## config.mk

```make
export PLATFORM = sky130hd
export DESIGN_NAME = thbs_top
export DESIGN_NICKNAME = d
export VERILOG_FILES = /design/src/verilog/thbs_pkg.sv /design/src/verilog/thbs_sender.sv /design/src/verilog/thbs_top.sv
export SDC_FILE = /design/constraint.sdc
export NUM_CORES = 1
export LEC_CHECK = 0
export BUFFER_PORTS_ARGS = -buffer_cell sky130_fd_sc_hd__buf_2
export CELL_PAD_IN_SITES_DETAIL_PLACEMENT = 0
export CELL_PAD_IN_SITES_GLOBAL_PLACEMENT = 2
export CORE_MARGIN = 8
export CORE_UTILIZATION = 33
export DETAILED_ROUTE_END_ITERATION = 8
export PLACE_DENSITY = 0.73
export SKIP_CTS_REPAIR_TIMING = 1
export SYNTH_ARGS = -nofsm -noshare
export SYNTH_HDL_FRONTEND = slang
export SYNTH_SLANG_ARGS = --single-unit
```

## constraint.sdc

```tcl
create_clock -name clk -period 4.8 [get_ports clk]
set_input_delay 0.48 -clock clk [delete_from_list [all_inputs] [get_ports clk]]
set_output_delay 0.48 -clock clk [all_outputs]
set_load 0.05 [all_outputs]
```

## src/verilog/thbs_pkg.sv

```systemverilog
package thbs_pkg;

    // ======================================================================
    // Register map
    localparam logic [3:0] OFF_SELCNT    = 4'h0;
    localparam logic [3:0] OFF_CTRL      = 4'h1;
    localparam logic [3:0] OFF_IRQ_STAT  = 4'h2;
    localparam logic [3:0] OFF_IRQ_MASK  = 4'h3;
    localparam logic [3:0] OFF_STATUS    = 4'h4;

    localparam int         SEL_BIT       = 7;
    localparam int         CTRL_MODE_BIT = 0;
    localparam int         CTRL_FCS_BIT  = 1;
    localparam int         IRQ_EOT_BIT   = 0;

    localparam logic [7:0] SELCNT_RST    = 8'h00;
    localparam logic [7:0] CTRL_RST      = 8'h00;
    localparam logic [7:0] CTRL_MASK     = 8'h03;
    localparam logic [7:0] IRQ_RST       = 8'h00;
    localparam logic [7:0] IRQ_MASK_BITS = 8'h01;
    localparam logic [7:0] RD_IDLE       = 8'h00;

    // ======================================================================
    // Message geometry
    localparam logic       MODE_BOS       = 1'b0;
    localparam logic       MODE_MOS       = 1'b1;
    localparam logic [6:0] CNT_ZERO       = 7'h00;
    localparam logic [6:0] CNT_ONE        = 7'h01;
    localparam logic [6:0] BOS_MSG_OCTETS = 7'h02;
    localparam logic [6:0] FCS_OCTETS     = 7'h02;
    localparam logic [15:0] BUF0_BASE     = 16'h0600;
    localparam logic [15:0] BUF1_BASE     = 16'h0700;

    // ======================================================================
    // Types
    typedef struct packed {
        logic       mode;
        logic       fcs_en;
        logic [6:0] count;
    } thbs_cfg_t;

    typedef struct packed {
        logic        valid;
        logic        buf_sel;
        logic [15:0] addr;
        logic        fcs;
    } thbs_fetch_t;

    typedef enum logic [1:0] {
        ST_IDLE  = 2'b00,
        ST_DATA  = 2'b01,
        ST_CHECK = 2'b10
    } thbs_state_t;

    function automatic logic [6:0] thbs_inc(input logic [6:0] x);
        thbs_inc = 7'(x + CNT_ONE);
    endfunction

endpackage

```

## src/verilog/thbs_sender.sv

```systemverilog
`timescale 1ns/1ns
module thbs_sender (
    // Clock and reset
    input  wire logic                clk,
    input  wire logic                reset_n,
    // Launch
    input  wire logic                start,
    input  wire logic                start_buf,
    input  wire thbs_pkg::thbs_cfg_t cfg,
    // Link side
    input  wire logic                link_ready,
    output thbs_pkg::thbs_fetch_t    fetch,
    // Events
    output logic                     freed,
    output logic                     freed_buf,
    output logic                     eot,
    output logic                     active
);
    import thbs_pkg::*;

    // ======================================================================
    // State
    thbs_state_t state_q, state_d;
    thbs_cfg_t   cfg_q;
    logic        buf_q;
    logic [6:0]  octet_q, octet_d;
    logic [6:0]  rep_q, rep_d;
    logic [6:0]  chk_q, chk_d;
    logic        freed_d, eot_d;

    wire        take_start = (state_q == ST_IDLE) && start;
    wire        cur_buf    = take_start ? start_buf : buf_q;
    wire        empty_mos  = (cfg.mode == MODE_MOS) && (cfg.count == CNT_ZERO);
    wire [6:0]  msg_len    = (cfg_q.mode == MODE_MOS) ? cfg_q.count : BOS_MSG_OCTETS;
    wire        last_oct   = (octet_q == 7'(msg_len - CNT_ONE));
    wire [6:0]  rep_next   = thbs_inc(rep_q);
    wire        rep_done   = (cfg_q.count != CNT_ZERO) && (rep_next == cfg_q.count);
    wire        last_chk   = (chk_q == 7'(FCS_OCTETS - CNT_ONE));
    wire [15:0] base       = cur_buf ? BUF1_BASE : BUF0_BASE;

    always_comb begin
        state_d = state_q;
        octet_d = octet_q;
        rep_d   = rep_q;
        chk_d   = chk_q;
        freed_d = 1'b0;
        eot_d   = 1'b0;
        unique case (state_q)
            ST_IDLE: begin
                // An empty message frees its buffer at once; nothing to send
                if (start && empty_mos) begin
                    freed_d = 1'b1;
                    eot_d   = 1'b1;
                end else if (start) begin
                    state_d = ST_DATA;
                    octet_d = CNT_ZERO;
                    rep_d   = CNT_ZERO;
                end
            end
            ST_DATA: begin
                if (link_ready && !last_oct) begin
                    octet_d = thbs_inc(octet_q);
                end else if (link_ready && cfg_q.mode == MODE_MOS) begin
                    octet_d = CNT_ZERO;
                    freed_d = 1'b1;
                    if (cfg_q.fcs_en) begin
                        state_d = ST_CHECK;
                        chk_d   = CNT_ZERO;
                    end else begin
                        state_d = ST_IDLE;
                        eot_d   = 1'b1;
                    end
                end else if (link_ready) begin
                    octet_d = CNT_ZERO;
                    rep_d   = rep_next;
                    if (rep_done) begin
                        state_d = ST_IDLE;
                        freed_d = 1'b1;
                        eot_d   = 1'b1;
                    end
                end
            end
            ST_CHECK: begin
                if (link_ready && last_chk) begin
                    state_d = ST_IDLE;
                    eot_d   = 1'b1;
                end else if (link_ready) begin
                    chk_d = thbs_inc(chk_q);
                end
            end
            default: state_d = ST_IDLE;
        endcase
    end

    always_ff @(posedge clk or negedge reset_n) begin
        if (!reset_n) begin
            state_q   <= ST_IDLE;
            cfg_q     <= '0;
            buf_q     <= 1'b0;
            octet_q   <= CNT_ZERO;
            rep_q     <= CNT_ZERO;
            chk_q     <= CNT_ZERO;
            fetch     <= '0;
            freed     <= 1'b0;
            freed_buf <= 1'b0;
            eot       <= 1'b0;
            active    <= 1'b0;
        end else begin
            state_q       <= state_d;
            octet_q       <= octet_d;
            rep_q         <= rep_d;
            chk_q         <= chk_d;
            freed         <= freed_d;
            eot           <= eot_d;
            freed_buf     <= cur_buf;
            buf_q         <= cur_buf;
            active        <= (state_d != ST_IDLE);
            fetch.valid   <= (state_d != ST_IDLE);
            fetch.buf_sel <= cur_buf;
            fetch.addr    <= 16'(base + {9'h000, octet_d});
            fetch.fcs     <= (state_d == ST_CHECK);
            // Settings are frozen per message so a mid-message write cannot corrupt it
            if (take_start) begin
                cfg_q <= cfg;
            end
        end
    end

    // ======================================================================
    // Checks
    chk_bos_endless: assert property (@(posedge clk) disable iff (!reset_n)
        (state_q == ST_DATA && cfg_q.mode == MODE_BOS && cfg_q.count == CNT_ZERO)
        |=> !eot && state_q == ST_DATA)
        else $error("endless repeat stopped");
    chk_bos_addr: assert property (@(posedge clk) disable iff (!reset_n)
        (fetch.valid && cfg_q.mode == MODE_BOS)
        |-> fetch.addr[6:0] < BOS_MSG_OCTETS)
        else $error("bit-oriented fetch beyond message");
    chk_mos_last: assert property (@(posedge clk) disable iff (!reset_n)
        (state_q == ST_DATA && cfg_q.mode == MODE_MOS && link_ready && last_oct)
        |=> freed && (fetch.fcs == cfg_q.fcs_en))
        else $error("message length end mishandled");
    chk_fcs_pair: assert property (@(posedge clk) disable iff (!reset_n)
        (state_q == ST_CHECK && $past(state_q) == ST_DATA)
        |-> fetch.fcs && !eot && cfg_q.fcs_en && (cfg_q.mode == MODE_MOS))
        else $error("checksum phase entered wrongly");

endmodule

```

## src/verilog/thbs_top.sv

```systemverilog
`timescale 1ns/1ns
module thbs_top (
    // Clock and reset
    input  wire logic                   clk,
    input  wire logic                   reset_n,
    // Register port
    input  wire logic [3:0]             reg_addr,
    input  wire logic [7:0]             reg_wdata,
    input  wire logic                   reg_wr,
    input  wire logic                   reg_rd,
    output logic [7:0]                  reg_rdata,
    // Link side
    input  wire logic                   link_ready,
    output thbs_pkg::thbs_fetch_t       fetch,
    // Interrupt
    output logic                        tx_end_of_transfer_irq
);
    import thbs_pkg::*;

    // ======================================================================
    // Registers
    logic [7:0] selcnt_q;
    logic [7:0] ctrl_q;
    logic [7:0] stat_q;
    logic [7:0] mask_q;
    logic [1:0] busy_q;
    logic       pend_q;
    logic       pend_buf_q;

    wire        active;
    wire        freed;
    wire        freed_buf;
    wire        eot;

    // ======================================================================
    // Decode
    wire        wr_selcnt = reg_wr && (reg_addr == OFF_SELCNT);
    wire        wr_ctrl   = reg_wr && (reg_addr == OFF_CTRL);
    wire        wr_stat   = reg_wr && (reg_addr == OFF_IRQ_STAT);
    wire        wr_mask   = reg_wr && (reg_addr == OFF_IRQ_MASK);
    wire        wsel      = reg_wdata[SEL_BIT];
    // A select naming a buffer still in flight is dropped, not queued
    wire        sel_ok    = !busy_q[wsel];
    wire        launch    = pend_q && !active;
    wire [1:0]  set_busy  = (wr_selcnt && sel_ok) ? (wsel ? 2'b10 : 2'b01) : 2'b00;
    wire [1:0]  clr_busy  = freed ? (freed_buf ? 2'b10 : 2'b01) : 2'b00;
    wire [1:0]  busy_d    = set_busy | (busy_q & ~clr_busy);
    wire        avail     = busy_q[0] && !busy_q[1];
    wire [7:0]  eot_set   = eot ? (8'h01 << IRQ_EOT_BIT) : 8'h00;
    wire [7:0]  stat_clr  = wr_stat ? reg_wdata : 8'h00;
    // Set beats clear so an event in the clearing cycle is kept
    wire [7:0]  stat_d    = (eot_set | (stat_q & ~stat_clr)) & IRQ_MASK_BITS;
    wire        irq_d     = |(stat_q & mask_q);
    wire [7:0]  rd_val    = (reg_addr == OFF_SELCNT)   ? {avail, selcnt_q[6:0]} :
                            (reg_addr == OFF_CTRL)     ? (ctrl_q & CTRL_MASK) :
                            (reg_addr == OFF_IRQ_STAT) ? stat_q :
                            (reg_addr == OFF_IRQ_MASK) ? mask_q :
                            (reg_addr == OFF_STATUS)   ? {5'h00, active, busy_q} :
                            RD_IDLE;
    wire thbs_cfg_t cfg   = '{mode:   ctrl_q[CTRL_MODE_BIT],
                              fcs_en: ctrl_q[CTRL_FCS_BIT],
                              count:  selcnt_q[6:0]};
    // An empty message-oriented launch frees its buffer without ever sending
    wire        empty_launch = (cfg.mode == MODE_MOS) && (cfg.count == CNT_ZERO);

    // ======================================================================
    // Sequencer
    thbs_sender u_sender (
        .clk        (clk),
        .reset_n    (reset_n),
        .start      (launch),
        .start_buf  (pend_buf_q),
        .cfg        (cfg),
        .link_ready (link_ready),
        .fetch      (fetch),
        .freed      (freed),
        .freed_buf  (freed_buf),
        .eot        (eot),
        .active     (active)
    );

    // ======================================================================
    // Flops
    always_ff @(posedge clk or negedge reset_n) begin
        if (!reset_n) begin
            selcnt_q               <= SELCNT_RST;
            ctrl_q                 <= CTRL_RST;
            stat_q                 <= IRQ_RST;
            mask_q                 <= IRQ_RST;
            busy_q                 <= 2'h0;
            pend_q                 <= 1'b0;
            pend_buf_q             <= 1'b0;
            reg_rdata              <= RD_IDLE;
            tx_end_of_transfer_irq <= 1'b0;
        end else begin
            busy_q                 <= busy_d;
            stat_q                 <= stat_d;
            tx_end_of_transfer_irq <= irq_d;
            reg_rdata              <= reg_rd ? rd_val : RD_IDLE;
            if (wr_selcnt) begin
                selcnt_q <= reg_wdata;
            end
            if (wr_ctrl) begin
                ctrl_q <= reg_wdata & CTRL_MASK;
            end
            if (wr_mask) begin
                mask_q <= reg_wdata & IRQ_MASK_BITS;
            end
            if (wr_selcnt && sel_ok) begin
                pend_q     <= 1'b1;
                pend_buf_q <= wsel;
            end else if (launch) begin
                pend_q <= 1'b0;
            end
        end
    end

    // ======================================================================
    // Checks
    chk_sel_zero: assert property (@(posedge clk) disable iff (!reset_n)
        (wr_selcnt && sel_ok && !reg_wdata[SEL_BIT]) |=> busy_q[0] && pend_q && !pend_buf_q)
        else $error("select zero not taken");
    chk_launch_buf: assert property (@(posedge clk) disable iff (!reset_n)
        (launch && !empty_launch) |=> fetch.valid && (fetch.buf_sel == $past(pend_buf_q)))
        else $error("wrong buffer sent");
    chk_avail_read: assert property (@(posedge clk) disable iff (!reset_n)
        (reg_rd && reg_addr == OFF_SELCNT) |=> reg_rdata[SEL_BIT] == $past(avail))
        else $error("select readback wrong");
    chk_avail_other: assert property (@(posedge clk) disable iff (!reset_n)
        (busy_q == 2'b01 || busy_q == 2'b10) |-> (avail == busy_q[0]))
        else $error("busy buffer reported free");
    chk_busy_guard: assert property (@(posedge clk) disable iff (!reset_n)
        (wr_selcnt && !sel_ok && !pend_q) |=> !pend_q)
        else $error("busy buffer selected");
    chk_eot_irq: assert property (@(posedge clk) disable iff (!reset_n)
        (eot && mask_q[IRQ_EOT_BIT]) |=> stat_q[IRQ_EOT_BIT] ##1 tx_end_of_transfer_irq)
        else $error("end of transfer not signalled");
    chk_free_last: assert property (@(posedge clk) disable iff (!reset_n)
        (freed && set_busy == 2'b00) |=> !busy_q[$past(freed_buf)])
        else $error("buffer not freed");

endmodule

```

==> impl_metrics.toml <==
[status]
status = "finished clean"

[power]
pwr-share-clk_pct = 31.0
p_leak_nw = 1.72
p_comb_share_pct = 23.1
power.share.sequential_pct = 45.8
p_per_area_nw_per_um2 = 373
p_switching_w = 0.000506
ir_drop_mv = 0.206
swShare_pct = 35.4
p_int_w = 0.000923

[yosys]
syn-cell-area_sq_um = 3400
syn_area_per_cell_sq_um = 10.2
synth_cell_types = 59
synth_ff_type = "dfrtp_1"
synth_edf_count = 0
synthArstFlopShare_pct = 100
synth_warnings = 0
synthCells = 332
ys_seq_elements = 62
synth_seq_area_share_pct = 45.6

[cts]
ctsRootBufferMaster = "clkbuf_8"
clockBufferDepth = 2
cts_tree = "done"
clock_latency_ns = 0.33
h-tree-depth = 3
clkSlewWorstSetupHoldPaths_ns = 0.07
cts_num_sinks = 62
cts_buffers = 9

[timing]
tns_ns = 0
fin_ws_ns = 1.61
finalCriticalPeriod_ns = 3.19
slew_viol_final = 0
hold_viol_final = 0
relSlewSlack_pct = 46.7
worst_pin_slew_ns = 0.800
rsz0062_at_grt = "false"
skew_ns = 0.00868
setup_viol = 0
period_share_pct = 66.5
max_freq_ghz = 0.313

[route]
wl_per_cell_um = 16.2
drc = 0
viasPerCell = 5.09
drtPass1Iterations = 4
routed_wl_mm = 8.17
initialDrtViolationCount = 105
antenna_left = 0
via_count = 2571

[grt]
grt_max_degree = 63
grt_pass1_wl_mm = 13.6
grt_pass1_vias = 2606
overflow = 0
grt_use_total_pct = 12.0
antenna_found_initial = 0

[min_path]
hold_path_class = "in2async"

[worst_setup_path]
worst_ep_required_time_ns = 5.01
arrival_ns = 3.41
worstReg2RegEnd = "u_sender.rep_q[5]"
cp_max_fo = 12
startpoint_type = "flip-flop"
critical_path_depth = 9
critical_path_class = "reg2reg"
crit_buf_inv = 0
r2r-start = "u_sender.cfg_q[8]"
end_kind = "flip-flop"
cp-startpoint = "u_sender.cfg_q[8]"
crit_slowest_cell = "dfrtp_1"
cp_top_family = "simple AND/OR/NAND/NOR gates"
crit_path_max_incr_delay_ns = 0.57
r2r_cells = 9
r2r_setup_slack_ns = 1.61
crit_chain = "nor2b_1 -> ha_1 -> or4b_1 -> o211ai_1 -> xor2_1 -> nor4_4 -> a31oi_2 -> or2_2 -> o2bb2ai_1"
crit_end = "u_sender.rep_q[5]"

[die]
coreArea_sq_um = 10200
num_io_pins = 45
dieArea_sq_um = 13800
std_cell_rows = 37
fp.dieH_um = 118
start_util_pct = 33.4
chipWidth_um = 118

[run]
drv_cap = 0

[place]
gp_congestion = 0.801
dp_hpwl_mm = 5.95
post-place-cells = 490
dpl_worst_slack_ns = 1.62
port_buffers = 38

[finish]
final_cell_mix = "62 x dfrtp_1, 38 x buf_2, 28 x nand2_1"
area_delta_synth_final_pct = 12.6
antennaDiodeCount = 0
layout-drive-gt1-share_pct = 25.5
final_common_cell = "dfrtp_1"
final_cell_count_no_fill = 505
layout.nets = 387
Yosys cell counts (2+ instances only):
| cell | instances | area (sq um) |
|---|---|---|
| mux2i_1 | 2 | 20.0 |
| o31a_1 | 2 | 17.5 |
| a22o_1 | 3 | 26.3 |
| or4b_1 | 2 | 20.0 |
| nor4_1 | 5 | 31.3 |
| o2bb2ai_1 | 2 | 17.5 |
| clkbuf_1 | 7 | 26.3 |
| xor2_1 | 6 | 52.6 |
| nand2_1 | 28 | 105 |
| xnor2_1 | 11 | 96.3 |
| a21oi_1 | 11 | 55.1 |
| or2_2 | 3 | 18.8 |
| nand2b_1 | 5 | 31.3 |
| ha_1 | 5 | 62.6 |
| nor3b_1 | 3 | 22.5 |
| and2_1 | 4 | 25.0 |
| nor3_1 | 4 | 20.0 |
| nor2_1 | 16 | 60.1 |
| dfrtp_1 | 62 | 1550 |
| o21ai_1 | 2 | 10.0 |
| nand3b_1 | 3 | 22.5 |
| o21ai_0 | 17 | 85.1 |
| o211ai_1 | 2 | 15.0 |
| nor2b_1 | 4 | 25.0 |
| o31ai_1 | 5 | 37.5 |
| o21ai_2 | 2 | 17.5 |
| a31oi_1 | 7 | 43.8 |
| mux2_2 | 22 | 248 |
| nand4_1 | 5 | 31.3 |
| nand3_1 | 14 | 70.1 |
| a41oi_1 | 3 | 26.3 |
| inv_1 | 9 | 33.8 |
| a21o_1 | 10 | 75.1 |
| and3_1 | 6 | 37.5 |
| buf_2 | 2 | 10.0 |
| buf_6 | 3 | 33.8 |
| buf_4 | 12 | 90.1 |
| conb_1 | 2 | 7.51 |
worst min path at each step:
stage                       from      endpoint  slack [ns]  cells after the start
floorplan                reset_n     busy_q[0]        0.18                      0
global placement    u_sender.eot     stat_q[0]        0.42                      1
detailed placement  u_sender.eot     stat_q[0]        0.42                      1
CTS                      reset_n  reg_rdata[5]        0.35                      2
global route        reg_wdata[3]   selcnt_q[3]        0.36                      2
finish                   reset_n   selcnt_q[4]        0.32                      2
power groups by stage:
stage	clock, W	sequential [W]	combinational, W
floorplan	0	0.000738	0.000163
global route	0.000477	0.000666	0.000359
global placement	0	0.000663	0.000334
finish	0.000443	0.000655	0.000331
CTS	0.000463	0.000656	0.000336
detailed placement	0	0.000665	0.000335
sequential cells by signal, summed over array words and instances (netlist names):
register and flops:
reg_rdata 8, pend_q 1, pend_buf_q 1, u_sender.eot 1, busy_q 2, u_sender.cfg_q 9
u_sender.freed 1, u_sender.octet_q 6, tx_end_of_transfer_irq 1, u_sender.state_q 2, u_sender.rep_q 7, u_sender.chk_q 7
mask_q 1, stat_q 1, ctrl_q 2, u_sender.fetch 5, selcnt_q 7
kinds of logic after synthesis:
kind of cell             share of synthesized area [%]
AO/OA/AOI/OAI                                     15.3
XOR/XNOR                                          4.85
adder cells (fa/ha/maj)                           1.84
buffers and inverters                             5.70
flip-flops                                        45.6
multiplexers                                      7.87
other                                            0.221
AND/OR/NAND/NOR                                   18.6
worst register-to-register path, stage by stage (launching register included):
cell and delay [ns]:
dfrtp_1 0.57, nor2b_1 0.20, ha_1 0.24, or4b_1 0.45, o211ai_1 0.11, xor2_1 0.13
nor4_4 0.52, a31oi_2 0.34, or2_2 0.39, o2bb2ai_1 0.13
layer usage:
metal	up-vias	GRT usage [%]	share of wire (%)
li1	1252	-	-
met1	1272	15.9	50
met2	37	18.4	46
met3	10	3.21	3.1
met4	0	4.16	1.5
met5	-	0	0
metrics by stage:
step / hold WS [ns] / area [sq um] / utilization, % / total power (W)
after floorplan: 0.184 / 3420 / - / 0.000901
after global placement: 0.416 / 3640 / 35.8 / 0.000997
after detailed placement: 0.420 / 3640 / 35.8 / 0.00100
after CTS: 0.348 / 3830 / 37.6 / 0.00145
after global routing: 0.360 / 3830 / 37.6 / 0.00150
final: 0.317 / 3830 / 37.6 / 0.00143
final cells by class:
class,count,area [sq um]
flip-flops and latches,62,1550
fillers,1069,6350
clock buffers,9,124
repair buffers,41,213
clock inverters,6,63.8
well taps,136,170
multi-input cells,242,1680
inverters,9,33.8
No activity file was read; power rests on OpenSTA's default activity.
